[src/rtci_pkg.sv]
// Package: offsets, fields, reset values and timing of the clock indirect access block
`default_nettype none
package rtci_pkg;
  // Avalon word offsets (byte addresses)
  localparam logic [3:0] RTCI_OFF_INDEX    = 4'h0;
  localparam logic [3:0] RTCI_OFF_WINDOW   = 4'h4;
  localparam logic [3:0] RTCI_OFF_IRQ_STAT = 4'h8;
  localparam logic [3:0] RTCI_OFF_IRQ_CLR  = 4'hC;
  localparam logic [4:0] RTCI_OFF_IRQ_EN   = 5'h10;
  // Index register fields
  localparam int RTCI_BIT_BUSY  = 7;
  localparam int RTCI_BIT_AUTO  = 6;
  localparam int RTCI_BIT_SHORT = 4;
  localparam int RTCI_SEL_MSB   = 3;
  // Internal clock register map
  localparam logic [3:0] RTCI_IR_TIMER0   = 4'h0;
  localparam logic [3:0] RTCI_IR_CONTROL  = 4'h5;
  localparam logic [3:0] RTCI_IR_ALARM0   = 4'h8;
  localparam int         RTCI_NUM_IREGS   = 16;
  // Control register fields
  localparam int RTCI_CTL_RUN   = 0;
  localparam int RTCI_CTL_ALMEN = 1;
  localparam int RTCI_CTL_AUTOR = 2;
  localparam int RTCI_CTL_ALMF  = 3;
  // Access timing in system clocks
  localparam logic [2:0] RTCI_CYC_LONG  = 3'h7;
  localparam logic [2:0] RTCI_CYC_SHORT = 3'h6;
  // Reset values
  localparam logic [7:0] RTCI_CTL_RESET = 8'h00;
  // Interrupt status bits
  localparam int RTCI_IRQ_DONE  = 0;
  localparam int RTCI_IRQ_ALARM = 1;
  localparam int RTCI_IRQ_WRAP  = 2;
  localparam int RTCI_IRQ_W     = 3;
  typedef enum logic [1:0] {
    RTCI_IDLE  = 2'b00,
    RTCI_READ  = 2'b01,
    RTCI_WRITE = 2'b11
  } rtci_state_type;
endpackage
`default_nettype wire

[src/rtci_top.sv]
// Module: indirect access port to the clock's internal registers over Avalon-MM
//
// The address map and the Avalon-MM interface to the registers are this design's own decisions.
`default_nettype none
// Overview of operation
// - Index selects target of indirect accesses
// - Index bit 7 reads busy during access
// - Window write starts indirect write
// - Writing one to busy starts read
// - Window holds read value until next access
// - Index select, autoread, window survive device reset
// - Access takes 7 cycles, 6 short
// - Short strobe on after reset, bit 4
// - Autoread: window read starts next read
// - Autoread enabled by index bit 6
// - Timer is 32-bit, wraps freely
// - Auto-reset mode clears timer on alarm
module rtci_top import rtci_pkg::*; #(
  parameter int TICK_DIV = 6104
) (
  input  wire logic        mclk,
  input  wire logic        nrst,
  input  wire logic        por_n,
  input  wire logic [4:0]  avs_address,
  input  wire logic        avs_read,
  input  wire logic        avs_write,
  input  wire logic [31:0] avs_writedata,
  input  wire logic [3:0]  avs_byteenable,
  output logic      [31:0] avs_readdata,
  output logic             avs_waitrequest,
  output logic      [1:0]  avs_response,
  output logic             irq
);
  // ------------------------------------------------------------
  // Access, interrupt and timer registers
  // ------------------------------------------------------------
  rtci_state_type   state_reg, state_next;
  logic [2:0]       cnt_reg, cnt_next;
  logic [3:0]       sel_reg, sel_next;
  logic             auto_reg, auto_next;
  logic             short_reg, short_next;
  logic [7:0]       window_reg, window_next;
  logic             ack_reg, ack_next;
  logic [31:0]      rdata_reg, rdata_next;
  logic [1:0]       resp_reg, resp_next;
  logic [RTCI_IRQ_W-1:0] stat_reg, stat_next;
  logic [RTCI_IRQ_W-1:0] en_reg, en_next;
  logic [7:0]       ctl_reg, ctl_next;
  logic [7:0]       alarm_reg [4];
  logic [7:0]       alarm_next [4];
  logic [12:0]      div_reg, div_next;
  logic             tick;
  logic [31:0]      count;
  logic             alarm_pulse, wrap_pulse;
  logic             tload;
  logic [31:0]      tload_value;
  logic             busy;
  logic             wr_acc, rd_acc, done;
  logic [7:0]       iread;

  function automatic logic hit_off(input logic [4:0] a, input logic [4:0] off);
    return a == off;
  endfunction

  assign busy   = (state_reg != RTCI_IDLE);
  assign wr_acc = avs_write && !ack_reg;
  assign rd_acc = avs_read && !ack_reg;
  assign done   = busy && (cnt_reg == 3'h1);
  assign tick   = (div_reg == 13'h0);

  // ------------------------------------------------------------
  // Internal register read mux
  // ------------------------------------------------------------
  always_comb begin
    iread = 8'h00;
    if (sel_reg < 4'h4) begin
      iread = count[8*sel_reg[1:0] +: 8];
    end else if (sel_reg == RTCI_IR_CONTROL) begin
      iread = ctl_reg;
    end else if (sel_reg >= RTCI_IR_ALARM0 && sel_reg < 4'hC) begin
      iread = alarm_reg[sel_reg[1:0]];
    end
  end

  // ------------------------------------------------------------
  // Bus slave and access engine
  // ------------------------------------------------------------
  always_comb begin
    state_next  = state_reg;
    cnt_next    = cnt_reg;
    sel_next    = sel_reg;
    auto_next   = auto_reg;
    short_next  = short_reg;
    window_next = window_reg;
    ack_next    = 1'b0;
    rdata_next  = rdata_reg;
    resp_next   = 2'b00;
    stat_next   = stat_reg;
    en_next     = en_reg;
    ctl_next    = ctl_reg;
    alarm_next  = alarm_reg;
    tload       = 1'b0;
    tload_value = count;
    if (done) begin
      state_next = RTCI_IDLE;
      if (state_reg == RTCI_READ) begin
        window_next = iread;
      end else if (sel_reg < 4'h4) begin
        tload = 1'b1;
        tload_value[8*sel_reg[1:0] +: 8] = window_reg;
      end else if (sel_reg == RTCI_IR_CONTROL) begin
        ctl_next = window_reg;
      end else if (sel_reg >= RTCI_IR_ALARM0 && sel_reg < 4'hC) begin
        alarm_next[sel_reg[1:0]] = window_reg;
      end
    end else if (busy) begin
      cnt_next = cnt_reg - 3'h1;
    end
    if (wr_acc || rd_acc) begin
      ack_next = 1'b1;
    end
    if (wr_acc && avs_byteenable[0]) begin
      if (hit_off(avs_address, {1'b0, RTCI_OFF_INDEX})) begin
        sel_next   = avs_writedata[RTCI_SEL_MSB:0];
        auto_next  = avs_writedata[RTCI_BIT_AUTO];
        short_next = avs_writedata[RTCI_BIT_SHORT];
        if (avs_writedata[RTCI_BIT_BUSY] && !busy) begin
          state_next = RTCI_READ;
          cnt_next   = avs_writedata[RTCI_BIT_SHORT] ? RTCI_CYC_SHORT : RTCI_CYC_LONG;
        end
      end else if (hit_off(avs_address, {1'b0, RTCI_OFF_WINDOW}) && !busy) begin
        window_next = avs_writedata[7:0];
        state_next  = RTCI_WRITE;
        cnt_next    = short_reg ? RTCI_CYC_SHORT : RTCI_CYC_LONG;
      end else if (hit_off(avs_address, {1'b0, RTCI_OFF_IRQ_CLR})) begin
        stat_next = stat_reg & ~avs_writedata[RTCI_IRQ_W-1:0];
      end else if (hit_off(avs_address, RTCI_OFF_IRQ_EN)) begin
        en_next = avs_writedata[RTCI_IRQ_W-1:0];
      end else if (!hit_off(avs_address, {1'b0, RTCI_OFF_WINDOW})
                   && !hit_off(avs_address, {1'b0, RTCI_OFF_IRQ_STAT})) begin
        resp_next = 2'b11;
      end
    end
    if (rd_acc) begin
      rdata_next = 32'h0;
      if (hit_off(avs_address, {1'b0, RTCI_OFF_INDEX})) begin
        rdata_next[RTCI_BIT_BUSY]   = busy;
        rdata_next[RTCI_BIT_AUTO]   = auto_reg;
        rdata_next[RTCI_BIT_SHORT]  = short_reg;
        rdata_next[RTCI_SEL_MSB:0]  = sel_reg;
      end else if (hit_off(avs_address, {1'b0, RTCI_OFF_WINDOW})) begin
        rdata_next[7:0] = window_reg;
        if (auto_reg && !busy) begin
          state_next = RTCI_READ;
          cnt_next   = short_reg ? RTCI_CYC_SHORT : RTCI_CYC_LONG;
        end
      end else if (hit_off(avs_address, {1'b0, RTCI_OFF_IRQ_STAT})) begin
        rdata_next[RTCI_IRQ_W-1:0] = stat_reg;
      end else if (hit_off(avs_address, RTCI_OFF_IRQ_EN)) begin
        rdata_next[RTCI_IRQ_W-1:0] = en_reg;
      end else if (!hit_off(avs_address, {1'b0, RTCI_OFF_IRQ_CLR})) begin
        resp_next = 2'b11;
      end
    end
    // Hardware set wins over software clear
    // Done is set after the clear write so a same-cycle clear loses
    if (done) begin
      stat_next[RTCI_IRQ_DONE] = 1'b1;
    end
    if (alarm_pulse) begin
      stat_next[RTCI_IRQ_ALARM] = 1'b1;
      ctl_next[RTCI_CTL_ALMF]   = 1'b1;
    end
    if (wrap_pulse) begin
      stat_next[RTCI_IRQ_WRAP] = 1'b1;
    end
    div_next = tick ? 13'(TICK_DIV - 1) : div_reg - 13'h1;
  end

  // ------------------------------------------------------------
  // Registers
  // ------------------------------------------------------------
  // Index select, autoread and window sit on the power-on reset only, so nrst leaves them intact; the short strobe resets with nrst
  always_ff @(posedge mclk or negedge por_n) begin
    if (!por_n) begin
      sel_reg    <= 4'h0;
      auto_reg   <= 1'b0;
      window_reg <= 8'h00;
    end else begin
      sel_reg    <= sel_next;
      auto_reg   <= auto_next;
      window_reg <= window_next;
    end
  end

  always_ff @(posedge mclk or negedge nrst) begin
    if (!nrst) begin
      state_reg <= RTCI_IDLE;
      cnt_reg   <= 3'h0;
      short_reg <= 1'b1;
      ack_reg   <= 1'b0;
      rdata_reg <= 32'h0;
      resp_reg  <= 2'b00;
      stat_reg  <= '0;
      en_reg    <= '0;
      ctl_reg   <= RTCI_CTL_RESET;
      alarm_reg <= '{default: 8'h00};
      div_reg   <= 13'h0;
    end else begin
      state_reg <= state_next;
      cnt_reg   <= cnt_next;
      short_reg <= short_next;
      ack_reg   <= ack_next;
      rdata_reg <= rdata_next;
      resp_reg  <= resp_next;
      stat_reg  <= stat_next;
      en_reg    <= en_next;
      ctl_reg   <= ctl_next;
      alarm_reg <= alarm_next;
      div_reg   <= div_next;
    end
  end

  // ------------------------------------------------------------
  // Clock timer
  // ------------------------------------------------------------
  // Loads go a byte at a time, so a running timer can tear mid-update
  rtci_timer #(.WIDTH(32)) u_timer (
    .mclk        (mclk),
    .nrst        (nrst),
    .tick        (tick),
    .run         (ctl_reg[RTCI_CTL_RUN]),
    .alarm_en    (ctl_reg[RTCI_CTL_ALMEN]),
    .auto_reset  (ctl_reg[RTCI_CTL_AUTOR]),
    .alarm_match ({alarm_reg[3], alarm_reg[2], alarm_reg[1], alarm_reg[0]}),
    .load        (tload),
    .load_value  (tload_value),
    .count       (count),
    .alarm_pulse (alarm_pulse),
    .wrap_pulse  (wrap_pulse)
  );

  assign avs_waitrequest = (avs_read || avs_write) && !ack_reg;
  assign avs_readdata    = rdata_reg;
  assign avs_response    = resp_reg;
  assign irq             = |(stat_reg & en_reg);

  // ------------------------------------------------------------
  // Checks
  // ------------------------------------------------------------
  a_busy_length: assert property (@(posedge mclk) disable iff (!nrst)
    $rose(busy) && !short_reg |-> busy [*7] ##1 !busy)
    else $error("long access not seven cycles");
  a_short_length: assert property (@(posedge mclk) disable iff (!nrst)
    $rose(busy) && short_reg |-> busy [*6] ##1 !busy)
    else $error("short access not six cycles");
  a_busy_read_start: assert property (@(posedge mclk) disable iff (!nrst)
    wr_acc && avs_byteenable[0] && avs_address == 5'h0 && avs_writedata[7] && !busy
    |=> state_reg == RTCI_READ)
    else $error("busy write did not start read");
  a_window_write: assert property (@(posedge mclk) disable iff (!nrst)
    wr_acc && avs_byteenable[0] && avs_address == 5'h4 && !busy |=> state_reg == RTCI_WRITE)
    else $error("window write did not start write");
  a_window_hold: assert property (@(posedge mclk) disable iff (!nrst)
    !busy && !wr_acc |=> $stable(window_reg))
    else $error("window changed while idle");
  a_window_refused: assert property (@(posedge mclk) disable iff (!nrst)
    busy && !done && wr_acc && avs_address == 5'h4 |=> $stable(window_reg))
    else $error("window write taken while busy");
  a_autoread_go: assert property (@(posedge mclk) disable iff (!nrst)
    rd_acc && avs_address == 5'h4 && auto_reg && !busy |=> busy)
    else $error("autoread did not start");
  a_busy_readback: assert property (@(posedge mclk) disable iff (!nrst)
    rd_acc && avs_address == 5'h0 |=> avs_readdata[7] == $past(busy))
    else $error("busy bit readback wrong");
  a_read_copy: assert property (@(posedge mclk) disable iff (!nrst)
    done && state_reg == RTCI_READ |=> window_reg == $past(iread))
    else $error("read did not copy selected register");
  a_write_lands: assert property (@(posedge mclk) disable iff (!nrst)
    done && state_reg == RTCI_WRITE && sel_reg == RTCI_IR_CONTROL && !alarm_pulse
    |=> ctl_reg == $past(window_reg))
    else $error("write did not reach control register");
  a_index_hold: assert property (@(posedge mclk) disable iff (!nrst)
    !(wr_acc && avs_byteenable[0] && avs_address == 5'h0) |=> $stable(sel_reg) && $stable(auto_reg))
    else $error("index changed without a write");
  a_long_start: assert property (@(posedge mclk) disable iff (!nrst)
    wr_acc && avs_byteenable[0] && avs_address == 5'h4 && !busy && !short_reg |=> cnt_reg == RTCI_CYC_LONG)
    else $error("long access count wrong");
  a_done_status: assert property (@(posedge mclk) disable iff (!nrst)
    done |=> stat_reg[RTCI_IRQ_DONE])
    else $error("done status not set");
  a_alarm_status: assert property (@(posedge mclk) disable iff (!nrst)
    alarm_pulse |=> stat_reg[RTCI_IRQ_ALARM] && ctl_reg[RTCI_CTL_ALMF])
    else $error("alarm not recorded");
  a_short_reset: assert property (@(posedge mclk) $rose(nrst) |-> short_reg)
    else $error("short strobe not on after reset");
  c_read: cover property (@(posedge mclk) disable iff (!nrst) done && state_reg == RTCI_READ);
  c_write: cover property (@(posedge mclk) disable iff (!nrst) done && state_reg == RTCI_WRITE);
  c_auto: cover property (@(posedge mclk) disable iff (!nrst) rd_acc && auto_reg && avs_address == 5'h4);
  c_alarm: cover property (@(posedge mclk) disable iff (!nrst) alarm_pulse);
  c_wrap: cover property (@(posedge mclk) disable iff (!nrst) wrap_pulse);
endmodule
`default_nettype wire

[src/rtci_timer.sv]
// Module: 32-bit clock timer with alarm match, free-running or auto-reset
`default_nettype none
module rtci_timer import rtci_pkg::*; #(
  parameter int WIDTH = 32
) (
  input  wire logic             mclk,
  input  wire logic             nrst,
  input  wire logic             tick,
  input  wire logic             run,
  input  wire logic             alarm_en,
  input  wire logic             auto_reset,
  input  wire logic [WIDTH-1:0] alarm_match,
  input  wire logic             load,
  input  wire logic [WIDTH-1:0] load_value,
  output logic      [WIDTH-1:0] count,
  output logic                  alarm_pulse,
  output logic                  wrap_pulse
);
  logic [WIDTH-1:0] count_reg;
  logic [WIDTH-1:0] count_next;
  logic             alarm_reg;
  logic             alarm_next;
  logic             wrap_reg;
  logic             wrap_next;
  logic             hit;

  always_comb begin
    count_next = count_reg;
    hit        = run && tick && alarm_en && (count_reg == alarm_match);
    alarm_next = hit;
    wrap_next  = 1'b0;
    if (load) begin
      count_next = load_value;
    end else if (hit && auto_reset) begin
      count_next = '0;
    end else if (run && tick) begin
      count_next = count_reg + 1'b1;
      wrap_next  = &count_reg;
    end
  end

  always_ff @(posedge mclk or negedge nrst) begin
    if (!nrst) begin
      count_reg <= '0;
      alarm_reg <= 1'b0;
      wrap_reg  <= 1'b0;
    end else begin
      count_reg <= count_next;
      alarm_reg <= alarm_next;
      wrap_reg  <= wrap_next;
    end
  end

  assign count       = count_reg;
  assign alarm_pulse = alarm_reg;
  assign wrap_pulse  = wrap_reg;

  a_timer_autoclr: assert property (@(posedge mclk) disable iff (!nrst)
    (hit && auto_reset && !load) |=> (count_reg == '0))
    else $error("timer not cleared on auto-reset alarm");
  a_timer_wraps: assert property (@(posedge mclk) disable iff (!nrst)
    (run && tick && !load && !hit && (&count_reg)) |=> (count_reg == '0) && wrap_reg)
    else $error("timer did not wrap");
endmodule
`default_nettype wire

[config.mk]
export PLATFORM = sky130hd
export DESIGN_NAME = rtci_top
export DESIGN_NICKNAME = d
export VERILOG_FILES = /design/src/rtci_pkg.sv /design/src/rtci_top.sv /design/src/rtci_timer.sv
export SDC_FILE = /design/constraint.sdc
export NUM_CORES = 1
export LEC_CHECK = 0
export ABC_AREA = 1
export BUFFER_PORTS_ARGS = -buffer_cell sky130_fd_sc_hd__buf_4
export CELL_PAD_IN_SITES_DETAIL_PLACEMENT = 0
export CELL_PAD_IN_SITES_GLOBAL_PLACEMENT = 1
export CORE_AREA = 4 4 206 108
export CTS_BUF_LIST = sky130_fd_sc_hd__clkbuf_8
export CTS_CLUSTER_DIAMETER = 60
export DETAILED_ROUTE_END_ITERATION = 8
export DIE_AREA = 0 0 210 112
export PLACE_DENSITY_LB_ADDON = 0.1
export SYNTH_ARGS = -nofsm -noshare
export SYNTH_HDL_FRONTEND = slang
export SYNTH_HIERARCHICAL = 1
export SYNTH_SLANG_ARGS = --single-unit
[constraint.sdc]
create_clock -name mclk -period 2.6 [get_ports mclk]
set_input_delay 0.26 -clock mclk [delete_from_list [all_inputs] [get_ports mclk]]
set_output_delay 0.26 -clock mclk [all_outputs]
set_load 0.05 [all_outputs]
==> run_results.csv <==
group,metric,value,unit
power,leakagePower,4.76,nW
critical_path,crit_slowest_cell,"dfrtp_1",
power,ir_drop,0.000387,V
place,dp_cells,1640,
routing,viasPerCell,5.36,
final_layout,num_antenna_cells,0,
critical_path,setup.worst_path.start_class,"register",
yosys,synth-seq-cells,122,
cts,cts_htree_levels,4,
yosys,ys_types,52,
sta,min_period_over_period,95.1,%
routing,drtAntennaViolNets,0,
sta,report.final.hold_viol_count,0,
final_layout,final_cell_mix,"nand2_1, inv_1, dfrtp_1",
sta,post-route-min-period,2470,ps
cts,clock-root-buffer,"clkbuf_8",
place,dp_hpwl,25100,um
sta,setup_viol,0,
power,total_power,5.93,mW
min_path,hold_class,"input pin to register",
sta,hold_ws,37.0,ps
sta,finalMaxSlewViolations,0,
cts,cts_tree,"done",
final_layout,final_cells,1681,
yosys,synth_edf_count,0,
final_layout,final_common_cell,"nand2_1",
yosys,syn_area,8860,um2
global_route,grtUsageMet3,6.25,%
yosys,avgSynthCellArea,6.66,um2
die,die_height,112,um
global_route,grt_use_total,27.7,%
place,port_buffers,30,
final_layout,nets,1450,
critical_path,arrival,2850,ps
outcome,status,"finished clean",
global_route,use_met1,41.7,%
critical_path,critPathMaxStageDelay,400,ps
routing,first_iter_violations,902,
routing,dr.pass1.iters,6,
cts,cts_sinks,122,
die,die_x,210,um
die,core,20300,um2
critical_path,endpoint_kind,"register",
sta,tns,0,ps
run,cap_violations,0,
global_route,grt_pass1_vias,8319,
cts,clk_latency,490,ps
final_layout,nFillCells,2168,
die,initial_utilization,43.7,%
sta,max_freq,404,MHz
place,gp_congestion,0.998,
global_route,grt_pass1_wl,49000,um
critical_path,crit_chain,"inv_2 > ha_4 > nand3_4 > nor2_4 > nand3_2 > nor2_1 > nand2_1 > inv_2 > nand2_2 > inv_2 > nand2_1 > nor2_1 > nand2_1 > nor2_1 > nand2_1 > nor2_2 > nand3_2 > nand2_4 > clkbuf_16 > o21bai_1",
routing,wl_per_cell,19.3,um
place,pre_cts_ws,-38.8,ps
critical_path,crit_type,"register to register",
critical_path,cpMostUsedCell,"nand2_1",
cts,cts_buffers,17,
sta,setup_ws,127,ps
die,num_io_pins,82,
power,cellPowerDensity,587,nW/um2
routing,route.detailed.drc,0,
yosys,yosysSeqAreaShare,34.5,%
cts,clk_path_buf_depth,2,
routing,vias,9014,
sta,clock_skew,12.1,ps
sta,worstMarginPinSlew,540,ps
yosys,yosys_most_used_dff,"dfrtp_1",
sta,relSlewSlack,63.7,%
yosys,synth_cells,1331,
global_route,grt_start_max_net_pins,38,
die,die_area,23500,um2
global_route,antenna_found_initial,0,
global_route,grt_overflow,0,
final_layout,syn_to_final_growth,13.9,%
final_layout,layout-drive-gt1-share,13.6,%
global_route,grt_util_met2,39.8,%
routing,routed_wl,32500,um
sta,rsz0062_at_grt,"yes",
critical_path,worstPathRequired,2970,ps
critical_path,worstPathMaxFanout,7,
global_route,grt-busiest-layer,"met1",
cts,path_clk_slew,70,ps
yosys,ys_async_sr_fraction,100,%
die,rows,37,
yosys,yosysWarnings,6,
==> critical path: cells and delay by family (launching register included) <==
family | cells | cell delay (ps)
and+or+nand+nor | 14 | 1330
buffers and inverters | 4 | 410
DFF | 1 | 400
adders and majority gates | 1 | 150
AOI/OAI and AO/OA | 1 | 70
==> cells in the mapped netlist (2+ instances only) <==
master      n  area, um2
buf_6       7       78.8
o21ai_0    94        470
nand3_1   116        581
xor2_1      7       61.3
o21a_1      2       15.0
buf_2      12       60.1
buf_1       4       15.0
nand4_1    19        119
nor2_2      8       50.1
nor3_1     20        100
ha_1        9        113
and2_1      3       18.8
o211ai_1    7       52.6
o41ai_1     8       70.1
o21bai_1   23        173
inv_1     180        676
o21ai_2     8       70.1
nor2_1    103        387
inv_2       6       22.5
o21ai_1    35        175
nand2_2    13       81.3
nand3_2     6       60.1
nor3b_1     2       15.0
mux2_2      6       67.6
buf_4      27        203
a21oi_1    39        195
clkbuf_1   14       52.6
dfrtp_1   121       3030
nor2_4      9        101
xnor2_1     3       26.3
nand2_1   399       1500
==> path summary, 6_finish.rpt <==
check                      slack [ps]               end  cells after the start             start
setup / recovery                  130  u_timer/count[8]                     20        div_reg[1]
hold / removal                     40     window_reg[5]                      3  avs_writedata[5]
setup reg to reg                  130  u_timer/count[8]                     20        div_reg[1]
hold reg to reg                   470        div_reg[6]                      1        div_reg[6]
max in group asynchronous        1550         short_reg                      3              nrst
min in group asynchronous         150        sel_reg[2]                      2             por_n
==> where the power goes <==
part           leakage (nW)  switching (mW)  total [mW]  internal, mW
sequential             1.57           0.335        2.43          2.10
clock                 0.205           0.837        1.78         0.947
combinational          2.98            1.20        1.71         0.516
==> cell type report <==
class	instances	area [um2]	area share (%)
multi-input combinational	981	4850	48.1
sequential	122	3050	30.3
timing repair buffer	86	732	7.26
inverter	187	702	6.96
tap	273	342	3.39
clock buffer	21	289	2.86
clock inverter	11	119	1.18
==> per-stage QoR <==
step	instance area (um2)	utilization [%]
after global placement	9510	46.9
after detailed placement	9510	46.9
after CTS	9980	49.2
after global routing	10100	49.8
after floorplan	8940	-
final	10100	49.8
==> layer usage <==
metal | up-vias | part of all wire [%]
met2 | 351 | 41
met3 | 42 | 8.5
met5 | - | 0
li1 | 4345 | -
met1 | 4276 | 48
met4 | 0 | 2.0
==> timing repair <==
item	in CTS	in global routing
resized for setup	1	18
hold buffers	6	0
setup endpoints to repair	32	33
hold endpoints to repair	50	0
pin swaps	0	9
setup buffers	0	2
cloned	0	1
==> cells by family after synthesis <==
kind of cell               after synthesis  share of synthesized area, %
DFF                                    122                          34.5
buffers and inverters                  251                          12.5
and+or+nand+nor                        709                          35.5
adders and majority gates                9                          1.27
other                                    1                        0.0423
xor gates and xnor gates                10                         0.989
muxes                                    6                         0.763
AOI/OAI and AO/OA                      223                          14.4
No activity file was read; power rests on OpenSTA's default activity.
